### config.mk
export PLATFORM = sky130hd
export DESIGN_NAME = ipc_top
export DESIGN_NICKNAME = d
export VERILOG_FILES = /design/src/ipc_pkg.sv /design/src/ipc_top.sv /design/src/ipc_arb.sv
export SDC_FILE = /design/constraint.sdc
export NUM_CORES = 1
export LEC_CHECK = 0
export ABC_AREA = 1
export BUFFER_PORTS_ARGS = -buffer_cell sky130_fd_sc_hd__buf_2
export CORE_MARGIN = 10
export CORE_UTILIZATION = 60
export DETAILED_ROUTE_END_ITERATION = 6
export PLACE_DENSITY = 0.86
export SYNTH_ARGS = -nofsm -noshare
export SYNTH_HDL_FRONTEND = slang
export SYNTH_HIERARCHICAL = 1
export SYNTH_SLANG_ARGS = --single-unit
### constraint.sdc
create_clock -name clk_i -period 15.74 [get_ports clk_i]
set_input_delay 0.787 -clock clk_i [delete_from_list [all_inputs] [get_ports clk_i]]
set_output_delay 0.787 -clock clk_i [all_outputs]
set_load 0.005 [all_outputs]
### src/ipc_pkg.sv
// Constants and types shared by the interrupt priority controller
package ipc_pkg;

  // ----------------------------------------------------------------
  // Sources
  // ----------------------------------------------------------------
  localparam int unsigned NUM_SRC = 5;
  localparam logic [2:0]  SRC_EXT  = 3'h0;
  localparam logic [2:0]  SRC_ADC  = 3'h1;
  localparam logic [2:0]  SRC_PWM0 = 3'h2;
  localparam logic [2:0]  SRC_PWM1 = 3'h3;
  localparam logic [2:0]  SRC_PWM2 = 3'h4;

  // ----------------------------------------------------------------
  // Priority keys: lower key wins
  // ----------------------------------------------------------------
  localparam logic [2:0]  KEY_EXT  = 3'h0;
  localparam logic [2:0]  KEY_IDLE = 3'h7;
  localparam logic [2:0]  KEY_RANK_BASE = 3'h1;
  // Ranks of adc [1:0], pwm0 [3:2], pwm1 [5:4], pwm2 [7:6]
  localparam logic [7:0]  RANK_RST = 8'h93;
  localparam logic [4:0]  ENABLE_RST = 5'h00;
  localparam logic [4:0]  MASK_RST   = 5'h00;

  typedef logic [NUM_SRC-1:0]   ipc_vec_t;
  typedef logic [3*NUM_SRC-1:0] ipc_keys_t;

endpackage

### src/ipc_top.sv
// Interrupt priority controller with masking, pending flags and nesting
`timescale 1ns/10ps
module ipc_top
  import ipc_pkg::*;
(
  input  wire logic              clk_i,        // 50 MHz clock
  input  wire logic              rst_b_i,      // Async reset, active low
  input  wire logic              ext_irq_i,    // External line, rising edge
  input  wire logic              adc_evt_i,    // A/D event pulse
  input  wire logic [2:0]        pwm_evt_i,    // PWM/timer 0..2 event pulses
  input  wire ipc_pkg::ipc_vec_t enable_i,     // Per-source enable
  input  wire ipc_pkg::ipc_vec_t mask_i,       // Per-source mask, 1 blocks
  input  wire logic              rank_wr_i,    // Load priority ranks
  input  wire logic [7:0]        rank_data_i,  // Ranks of adc, pwm0..2
  input  wire ipc_pkg::ipc_vec_t clr_i,        // Clear pending pulses
  input  wire logic              ack_i,        // Processor takes request
  input  wire logic              eoi_i,        // Routine finished
  output logic                   irq_o,        // Request to processor
  output logic [2:0]             irq_id_o,     // Source of request
  output ipc_pkg::ipc_vec_t      pend_o,       // Pending flags
  output ipc_pkg::ipc_vec_t      insvc_o,      // Routines in service
  output logic [7:0]             rank_o        // Current ranks
);

  // ----------------------------------------------------------------
  // External line synchroniser and edge
  // ----------------------------------------------------------------
  logic [2:0] ext_sync;
  logic       ext_level;
  wire        ext_agree = (ext_sync[1] == ext_sync[2]);
  wire        ext_rise  = ext_agree && ext_sync[2] && !ext_level;

  always_ff @(posedge clk_i or negedge rst_b_i) begin
    if (!rst_b_i) begin
      ext_sync  <= 3'h0;
      ext_level <= 1'b0;
    end else begin
      ext_sync  <= {ext_sync[1:0], ext_irq_i};
      if (ext_agree) begin
        ext_level <= ext_sync[2];
      end
    end
  end

  // ----------------------------------------------------------------
  // Decoding helpers
  // ----------------------------------------------------------------
  // One-hot vector that selects a single source
  function automatic ipc_vec_t src_bit(input logic [2:0] id);
    ipc_vec_t vec;
    vec = '0;
    for (int i = 0; i < NUM_SRC; i++) begin
      vec[i] = (id == 3'(i));
    end
    return vec;
  endfunction

  // Ranked sources sit below the fixed external key
  function automatic logic [2:0] rank_key(input logic [1:0] rank_fld);
    return KEY_RANK_BASE + {1'b0, rank_fld};
  endfunction

  // ----------------------------------------------------------------
  // Events, pending flags and in-service bits
  // ----------------------------------------------------------------
  ipc_vec_t   pend;
  ipc_vec_t   insvc;
  logic [7:0] rank;
  wire ipc_vec_t evt      = {pwm_evt_i, adc_evt_i, ext_rise};
  wire ipc_vec_t set_pend = evt & enable_i;

  // ----------------------------------------------------------------
  // Priority keys: external fixed at the top, others below it
  // ----------------------------------------------------------------
  wire ipc_keys_t keys;
  assign keys[2:0] = KEY_EXT;
  for (genvar g = 1; g < NUM_SRC; g++) begin : g_key
    assign keys[3*g +: 3] = rank_key(rank[2*(g-1) +: 2]);
  end

  // ----------------------------------------------------------------
  // Routine in service and processor handshake
  // ----------------------------------------------------------------
  logic       svc_any;
  logic [2:0] svc_id;

  ipc_arb u_svc_arb (
    .req_i  (insvc),
    .keys_i (keys),
    .any_o  (svc_any),
    .id_o   (svc_id),
    .key_o  ()
  );

  wire           take     = ack_i && irq_o;
  wire ipc_vec_t take_vec = take ? src_bit(irq_id_o) : '0;
  wire ipc_vec_t eoi_vec  = (eoi_i && svc_any) ? src_bit(svc_id) : '0;

  // Set wins over explicit clear and over acknowledge
  wire ipc_vec_t next_pend  = (pend & ~clr_i & ~take_vec) | set_pend;
  wire ipc_vec_t next_insvc = (insvc & ~eoi_vec) | take_vec;

  // ----------------------------------------------------------------
  // Request decision on the next state, so outputs track at once
  // ----------------------------------------------------------------
  logic       next_any;
  logic [2:0] next_id;
  logic [2:0] next_key;
  logic [2:0] next_svc_key;
  wire ipc_vec_t next_cand = next_pend & enable_i & ~mask_i;

  ipc_arb u_next_req_arb (
    .req_i  (next_cand),
    .keys_i (keys),
    .any_o  (next_any),
    .id_o   (next_id),
    .key_o  (next_key)
  );

  ipc_arb u_next_svc_arb (
    .req_i  (next_insvc),
    .keys_i (keys),
    .any_o  (),
    .id_o   (),
    .key_o  (next_svc_key)
  );

  // Only a strictly better key interrupts the routine in service
  wire next_irq = next_any && (next_key < next_svc_key);

  // ----------------------------------------------------------------
  // State registers
  // ----------------------------------------------------------------
  always_ff @(posedge clk_i or negedge rst_b_i) begin
    if (!rst_b_i) begin
      pend  <= '0;
      insvc <= '0;
    end else begin
      pend  <= next_pend;
      insvc <= next_insvc;
    end
  end

  always_ff @(posedge clk_i or negedge rst_b_i) begin
    if (!rst_b_i) begin
      rank <= RANK_RST;
    end else if (rank_wr_i) begin
      rank <= rank_data_i;
    end
  end

  // ----------------------------------------------------------------
  // Registered outputs
  // ----------------------------------------------------------------
  always_ff @(posedge clk_i or negedge rst_b_i) begin
    if (!rst_b_i) begin
      irq_o    <= 1'b0;
      irq_id_o <= SRC_EXT;
    end else begin
      irq_o    <= next_irq;
      irq_id_o <= next_id;
    end
  end

  always_ff @(posedge clk_i or negedge rst_b_i) begin
    if (!rst_b_i) begin
      pend_o  <= '0;
      insvc_o <= '0;
    end else begin
      pend_o  <= next_pend;
      insvc_o <= next_insvc;
    end
  end

  always_ff @(posedge clk_i or negedge rst_b_i) begin
    if (!rst_b_i) begin
      rank_o <= RANK_RST;
    end else if (rank_wr_i) begin
      rank_o <= rank_data_i;
    end
  end

endmodule // ipc_top

### src/ipc_arb.sv
// Fixed-key selector: lowest key wins, ties go to the lower index
`timescale 1ns/10ps
module ipc_arb
  import ipc_pkg::*;
(
  input  wire ipc_pkg::ipc_vec_t  req_i,   // Candidate sources
  input  wire ipc_pkg::ipc_keys_t keys_i,  // Three-bit key per source
  output logic                    any_o,   // Some candidate present
  output logic [2:0]              id_o,    // Winning source
  output logic [2:0]              key_o    // Winning key, idle when none
);

  always_comb begin
    any_o = 1'b0;
    id_o  = 3'h0;
    key_o = KEY_IDLE;
    for (int i = 0; i < NUM_SRC; i++) begin
      if (req_i[i] && (keys_i[3*i +: 3] < key_o || !any_o)) begin
        any_o = 1'b1;
        id_o  = 3'(i);
        key_o = keys_i[3*i +: 3];
      end
    end
  end

endmodule // ipc_arb

==> key figures, run 1 <==
Route
  – Routed WL: about 6400 um
  – DRC Markers: 0
  – Vias: 2656
  – Drt pass-1 iters: 4
  – Vias/cell: between 5 and 6
  – DR iter-0 viols: roughly 140
  – Mean routed wirelength per cell: between 10 and 15 um
  – Post-route ant nets: 0

Finish
  – Core Util, Final: slightly above 70%
  – Area Growth Syn to Fin: 15.3%
  – Reg area: around 660 um^2
  – Area of the multi-input gates: 1710 um^2
  – Layout cells sized above 1: approximately 24%
  – Fin nets: approximately 540
  – N_diodes: 0
  – Fillers: 364

Global route
  – Overall Global Routing Usage: roughly 17%
  – Largest net degree at the start of global routing: 27
  – Initial antenna violation count: 0
  – Vias in the first global route: approximately 2700
  – First-pass GRT wire length: 11200 um
  – Total grt overflow: 0

Timing
  – Worst Skew: 3.07 ps
  – Fin crit share: 59.2%
  – Final number of hold-violating endpoints: 0
  – TNS Setup: 0 ps
  – Max Transition Viols Final: 0
  – Max Clock Freq: between 100 and 150 MHz
  – Min cycle time layout: just over 9000 ps
  – Final setup fails: 0
  – Worst-Margin Slew: 619 ps
  – Normalized max-slew margin: between 50% and 60%
  – Unrepaired setup endpoints after global routing: no

Clock tree
  – Worst-Skew Late Latency: ~270 ps
  – Clock slew at reported path FFs: 100 ps
  – Post-cts sizing count: 0
  – CTS tree: yes
  – CTS Root Cell: clkbuf_8
  – Postcts setup bufs: 0
  – # hold bufs at CTS: 0
  – CTS max path bufs: 2
  – CTS H-Tree Depth: 1
  – TritonCTS Buffers: 3
  – Sink Count: 26

Floorplan
  – Die width: just under 90 um
  – Die Ht: roughly 87 um
  – I/O pin count: 55
  – Die ar.: approximately 7500 um^2
  – Core footprint: roughly 4300 um^2
  – Initial Utilization: ~62%
  – Row cnt: 24

Placement
  – Placer Congestion: between 0.8 and 0.9
  – IO Port Bufs: 54
  – HPWL after detailed placement: 5250 um

Worst setup path
  – Buffers & Inverters on Critical Path: 12
  – Setup slack, reg-to-reg: 6430 ps
  – Critical Path RT: approximately 16000 ps
  – Critical-path top delay cell: dfstp_2
  – Crit path max fanout: 7
  – CP endpoint kind: register
  – Critical Path Most Common Cell: nand2_1
  – Crit-path leading delay family: simple AND/OR/NAND/NOR gates
  – CP Data Arrival Time: roughly 9500 ps
  – Largest stage delay on the critical path: ~560 ps
  – CP Launch Type: register
  – Setup CP Type: register to register

Outcome
  – Status: finished, final reports clean

Synthesis
  – Mapped Area: between 2000 and 3000 um^2
  – Mapped Avg Cell Area: about 6.5 um^2
  – Syn Inst Count: between 400 and 500
  – Synthesis Warnings: 6

Run
  – Max-cap violations: 0

Pwr
  – Maximum VDD drop: 0.0579 mV
  – Power Dens Cells: roughly 130 nW/um^2
  – Leakage: 1.92 nW

Min path
  – Worst Hold Class: register to register
final cells by class:
cell class | count | share of cell area, %
tap | 52 | 2.11
multi-input combinational | 304 | 55.5
timing repair buffer | 54 | 8.76
sequential | 26 | 21.2
inverter | 86 | 10.6
clock buffer | 4 | 1.78
final timing paths:
kind | startpoint | endpoint | cells past startpoint
max | rank_o[0]$_DFFE_PN1P_ | irq_o$_DFF_PN0_ | 74
min | ext_sync[0]$_DFF_PN0_ | ext_sync[1]$_DFF_PN0_ | 0
max reg2reg | rank_o[0]$_DFFE_PN1P_ | irq_o$_DFF_PN0_ | 74
min reg2reg | ext_sync[0]$_DFF_PN0_ | ext_sync[1]$_DFF_PN0_ | 0
max in group asynchronous | rst_b_i | rank_o[2]$_DFFE_PN0P_ | 1
min in group asynchronous | rst_b_i | irq_id_o[2]$_DFF_PN0_ | 1
per-stage QoR:
step                cells  area, um^2  hold WS, ps  worst slack [ps]  total power, mW
floorplan             417        2710          331              7580            0.285
global placement      522        3030          337              6790            0.332
detailed placement    522        3030          340              6520            0.342
CTS                   526        3090          363              6450            0.388
global route          526        3090          367              5240            0.435
finish                526        3090          359              6430            0.387
state kept, by name, indices dropped and copies added, names as in the netlist:
signal     cells
rank_o         8
irq_id_o       3
ext_sync       3
ext_level      1
insvc          5
irq_o          1
pend           5
routing by layer:
metal / wire length [um] / track usage, %
met2: 3090 / 31.4
met4: 64 / 3.39
met3: 271 / 2.72
met5: 0 / 0
met1: 2940 / 20.7
where the power goes:
part	total, mW	leakage (nW)	internal [mW]	switching (mW)
registers	0.0894	0.318	0.0777	0.0118
logic	0.253	1.57	0.0952	0.158
clock network	0.0443	0.0288	0.0224	0.0219
total	0.387	1.92	0.195	0.192
cells in the final DEF (no fill, tap or decap), types with 5 or more instances in the layout:
master and instances:
a21oi_1 22, buf_2 54, conb_1 9, dfrtp_1 22, ha_1 28, inv_1 80
nand2_1 118, nand2_2 21, nand2_4 9, nand3_1 26, nand3_2 6, nor2_1 23
nor2_2 5, o21ai_0 27
No activity file was read; power rests on OpenSTA's default activity.
==> run 2: changes to the inputs <==
CORE_UTILIZATION = 56   (was 60)
PLACE_DENSITY = 0.81   (was 0.86)
clock period = 9.3 ns   (was 15.74 ns; I/O delays follow)
==> key figures, run 2 (synthesis results as in run 1) <==
Worst setup path
  – Critical Path Most Common Cell: nand2_1
  – CP endpoint kind: register
  – Critical Path RT: between 9000 and 10000 ps
  – Largest stage delay on the critical path: approximately 580 ps
  – Critical-path top delay cell: dfstp_2
  – Setup CP Type: register to register
  – Crit path max fanout: 6
  – Setup slack, reg-to-reg: 800 ps
  – CP Launch Type: register
  – CP Data Arrival Time: about 8700 ps

Finish
  – Largest register by flop count: rank_o
  – Area Growth Syn to Fin: 17.8%
  – Fin nets: 538
  – Layout cells sized above 1: between 20% and 30%
  – Top flop regs: rank_o: 8 flops, insvc: 5 flops, pend: 5 flops
  – Area of the multi-input gates: about 1800 um^2
  – Most common cell after layout, fill and taps aside: nand2_1
  – Max FFs per register: 8
  – Reg area: 657 um^2
  – Design area: 3150 um^2
  – Fillers: 427
  – N_diodes: 0
  – Core Util, Final: roughly 67%
  – Most frequent cells in the layout: 117 x nand2_1, 79 x inv_1, 54 x buf_2

Global route
  – Largest net degree at the start of global routing: 27
  – Overall Global Routing Usage: between 10% and 20%
  – First-pass GRT wire length: 10900 um
  – Initial antenna violation count: 0
  – Vias in the first global route: 2638
  – Total grt overflow: 0

Route
  – Drt pass-1 iters: 4
  – DRC Markers: 0
  – Vias/cell: around 5.0
  – Mean routed wirelength per cell: between 10 and 15 um
  – Vias: roughly 2700
  – Post-route ant nets: 0
  – Routed WL: around 6500 um
  – DR iter-0 viols: around 170

Clock tree
  – CTS max path bufs: 2
  – CTS H-Tree Depth: 1
  – Worst-Skew Late Latency: 280 ps
  – Clock slew at reported path FFs: around 100 ps
  – CTS tree: yes
  – CTS Root Cell: clkbuf_8
  – TritonCTS Buffers: 3
  – Sink Count: 26

Placement
  – HPWL after detailed placement: approximately 5200 um
  – Placer Congestion: between 0.8 and 0.9
  – Pre-CTS WS: -101 ps
  – IO Port Bufs: 54
  – Placed cell area: 3030 um^2

Pwr
  – Logic pwr share: between 60% and 70%
  – Sw frac: 49.6%
  – Power Dens Cells: roughly 220 nW/um^2
  – Sequential fraction of design power: between 20% and 30%
  – Leakage: about 1.9 nW
  – Pint: 0.348 mW
  – Clock share of power: between 10 and 15%
  – Total power draw: ~0.7 mW
  – Maximum VDD drop: ~0.11 mV
  – Switch Pwr: ~0.34 mW

Timing
  – Final number of hold-violating endpoints: 0
  – Fin crit share: 91.4%
  – Max Clock Freq: between 100 and 150 MHz
  – Final setup fails: 0
  – Worst-Margin Slew: slightly above 600 ps
  – Normalized max-slew margin: between 50% and 60%
  – Min cycle time layout: about 8500 ps
  – Hold_ws: roughly 180 ps
  – Max Transition Viols Final: 0
  – Worst Setup Slack, final: between 800 and 900 ps
  – Worst Skew: ~6 ps

Min path
  – Worst Hold Class: input pin to async pin

Floorplan
  – Die Ht: around 90 um
  – Initial Utilization: between 50% and 60%
  – Die ar.: 7940 um^2
  – Core footprint: 4690 um^2
  – Row cnt: 25
  – I/O pin count: 55
  – Die width: approximately 89 um

Outcome
  – Status: finished, final reports clean

Run
  – Max-cap violations: 0
-- run 2: layer usage --
metal,wire (um),track usage (%),up-vias
met5,0,0,-
met4,73,6.21,0
met2,3170,29.8,59
met1,2980,20.4,1208
li1,-,-,1389
met3,271,2.10,7
-- run 2: path summary, 6_finish.rpt --
check                                 startpoint               endpoint  cells past startpoint
max                        rank_o[0]$_DFFE_PN1P_        irq_o$_DFF_PN0_                     80
min                                      rst_b_i        irq_o$_DFF_PN0_                      1
max reg2reg                rank_o[0]$_DFFE_PN1P_        irq_o$_DFF_PN0_                     80
min reg2reg                ext_sync[0]$_DFF_PN0_  ext_sync[1]$_DFF_PN0_                      0
max in group asynchronous                rst_b_i     insvc[0]$_DFF_PN0_                      1
min in group clk_i                     ext_irq_i  ext_sync[0]$_DFF_PN0_                      1
-- run 2: power groups by stage --
stage | Sequential (mW) | Clock [mW] | Combinational, mW
2_1_floorplan | 0.152 | 0 | 0.331
3_3_place_gp | 0.152 | 0 | 0.410
3_5_place_dp | 0.153 | 0 | 0.424
4_1_cts | 0.151 | 0.0791 | 0.429
5_1_grt | 0.156 | 0.0827 | 0.532
6_report | 0.152 | 0.0769 | 0.462
-- run 2: what timing repair did --
| item | CTS | global route |
|---|---|---|
| pin swaps | 0 | 4 |
| cloned | 0 | 0 |
| hold endpoints to repair | 0 | 0 |
| hold buffers | 0 | 0 |
| buffers inserted | 0 | 2 |
| endpoints found under the setup margin | 1 | 1 |
| resized for setup | 3 | 23 |
-- run 2: layout make-up --
class / instances / share of cell area, %
multi-input cells: 304 / 55.8
flip-flops and latches: 26 / 20.8
inverters: 86 / 10.4
repair buffers: 56 / 9.05
well taps: 54 / 2.14
clock buffers: 4 / 1.75
-- run 2: worst max-delay path, delay by kind of cell, from the launching register on --
family / cells / cell delay (ps)
AO/OA/AOI/OAI: 11 / 1150
buffers and inverters: 11 / 510
flip-flops: 1 / 580
AND/OR/NAND/NOR: 48 / 3410
adder cells (fa/ha/maj): 10 / 2710
-- run 2: stage by stage --
step | instances | TNS, ps
after detailed placement | 524 | -101
after floorplan | 417 | 0
after global placement | 524 | 0
after CTS | 528 | 0
final | 530 | 0
after global routing | 530 | -44.6
==> run 3: changes to the inputs <==
CORE_MARGIN = default   (was 10)
CORE_UTILIZATION = 50   (was 56)
CTS_CLUSTER_SIZE = 28   (was default)
PLACE_DENSITY = 0.74   (was 0.81)
==> key figures, run 3 (synthesis results as in run 1) <==
Run
  – Max-cap violations: 0

Clock tree
  – CTS tree: yes
  – Worst-Skew Late Latency: 270 ps
  – Sink Count: 26
  – CTS Root Cell: clkbuf_8
  – # hold bufs at CTS: 0
  – CTS max path bufs: 2
  – CTS H-Tree Depth: 1
  – TritonCTS Buffers: 3
  – Clock slew at reported path FFs: roughly 90 ps

Timing
  – Worst Skew: approximately 1.6 ps
  – Final number of hold-violating endpoints: 0
  – Fin crit share: between 90% and 100%
  – Max Transition Viols Final: 0
  – Hold_ws: around 200 ps
  – Normalized max-slew margin: around 59%
  – Worst-Margin Slew: 608 ps
  – Max Clock Freq: about 120 MHz
  – Min cycle time layout: about 8500 ps
  – Final setup fails: 0

Worst setup path
  – Crit path max fanout: 6
  – R2R depth: roughly 80
  – Buffers & Inverters on Critical Path: 13
  – CP Data Arrival Time: between 8000 and 9000 ps
  – CP endpoint kind: register
  – Critical Path Most Common Cell: nand2_1
  – Critical-path top delay cell: dfstp_2
  – Setup CP Type: register to register
  – Crit-path leading delay family: simple AND/OR/NAND/NOR gates
  – Worst setup path startpoint: rank_o[0]$_DFFE_PN1P_
  – Worst R2R Start: rank_o[0]$_DFFE_PN1P_
  – Largest stage delay on the critical path: 550 ps
  – CP Launch Type: register
  – Setup slack, reg-to-reg: between 800 and 900 ps
  – FF-to-FF End: irq_o$_DFF_PN0_
  – Critical Path RT: around 9500 ps

Finish
  – Top flop regs: rank_o: 8 flops, insvc: 5 flops, pend: 5 flops
  – Design area: 3190 um^2
  – Most frequent cells in the layout: 116 x nand2_1, 79 x inv_1, 54 x buf_2
  – Layout cells sized above 1: roughly 28%
  – Most common cell after layout, fill and taps aside: nand2_1
  – Largest register by flop count: rank_o
  – Fin nets: 539
  – Core Util, Final: 62.1%
  – Fin cells: around 550
  – Fillers: 492
  – Area Growth Syn to Fin: 19.4%
  – N_diodes: 0
  – Max FFs per register: 8

Route
  – Vias: 2649
  – Vias/cell: 4.84
  – Post-route ant nets: 0
  – Routed WL: approximately 5900 um
  – DRC Markers: 0
  – DR iter-0 viols: 93
  – Drt pass-1 iters: 4
  – Mean routed wirelength per cell: 10.7 um

Floorplan
  – Die ar.: 5650 um^2
  – Core footprint: 5140 um^2
  – Row cnt: 26
  – Initial Utilization: a little over half
  – I/O pin count: 55
  – Die Ht: about 75 um
  – Die width: approximately 75 um

Placement
  – HPWL after detailed placement: 4790 um
  – IO Port Bufs: 54
  – Placer Congestion: approximately 0.84
  – Placed cell area: 3060 um^2
  – Placed insts: between 500 and 600

Pwr
  – Leakage: 1.94 nW
  – Power Dens Cells: ~220 nW/um^2
  – Maximum VDD drop: roughly 0.11 mV

Global route
  – Largest net degree at the start of global routing: 27
  – First-pass GRT wire length: approximately 10000 um
  – Overall Global Routing Usage: about a quarter
  – Vias in the first global route: between 2000 and 2500
  – Total grt overflow: 0
  – Initial antenna violation count: 0

Min path
  – Worst Hold Class: input pin to async pin

Outcome
  – Status: finished, final reports clean
[run 3: cell count changes in the layout (fill, tap and decap cells not counted), sizes merged]
cell,change
buf,+1
[run 3: per-stage QoR]
stage,power [mW],worst slack [ps],setup TNS [ps]
final,0.698,845,0
after global routing,0.790,-31.8,-31.8
after CTS,0.656,174,0
after detailed placement,0.578,233,0
after global placement,0.564,413,0
after floorplan,0.483,1140,0
[run 3: final cells by class]
cell class | count | area [um^2] | area share, %
inverter | 86 | 328 | 10.3
tap | 70 | 87.6 | 2.74
clock buffer | 4 | 55.1 | 1.72
timing repair buffer | 57 | 293 | 9.17
multi-input combinational | 304 | 1770 | 55.5
sequential | 26 | 657 | 20.6
[run 3: routing by layer]
metal / vias up / global-route usage [%] / share of wire (%)
met5: - / 0 / 0
met4: 0 / 3.91 / 0.46
met3: 6 / 2.14 / 4.9
met2: 59 / 41.2 / 47
met1: 1181 / 31.3 / 47
li1: 1403 / - / -
[run 3: worst max path at each step]
stage	cells past startpoint	endpoint	slack, ps
2_1_floorplan	75	irq_o$_DFF_PN0_	1140
6_report	82	irq_o$_DFF_PN0_	850
5_1_grt	85	irq_o$_DFF_PN0_	-30
3_3_place_gp	75	irq_o$_DFF_PN0_	410
4_1_cts	73	irq_o$_DFF_PN0_	170
3_5_place_dp	74	irq_o$_DFF_PN0_	230
[run 3: power breakdown]
part	internal (mW)	switching, mW	total, mW
sequential	0.132	0.0204	0.152
combinational	0.184	0.288	0.472
clock	0.0378	0.0363	0.0742
total	0.353	0.345	0.698
[run 3: repair_timing]
action,CTS,global route
setup endpoints to repair,0,1
endpoints found under the hold margin,0,0
setup buffers,0,2
resized for setup,0,29
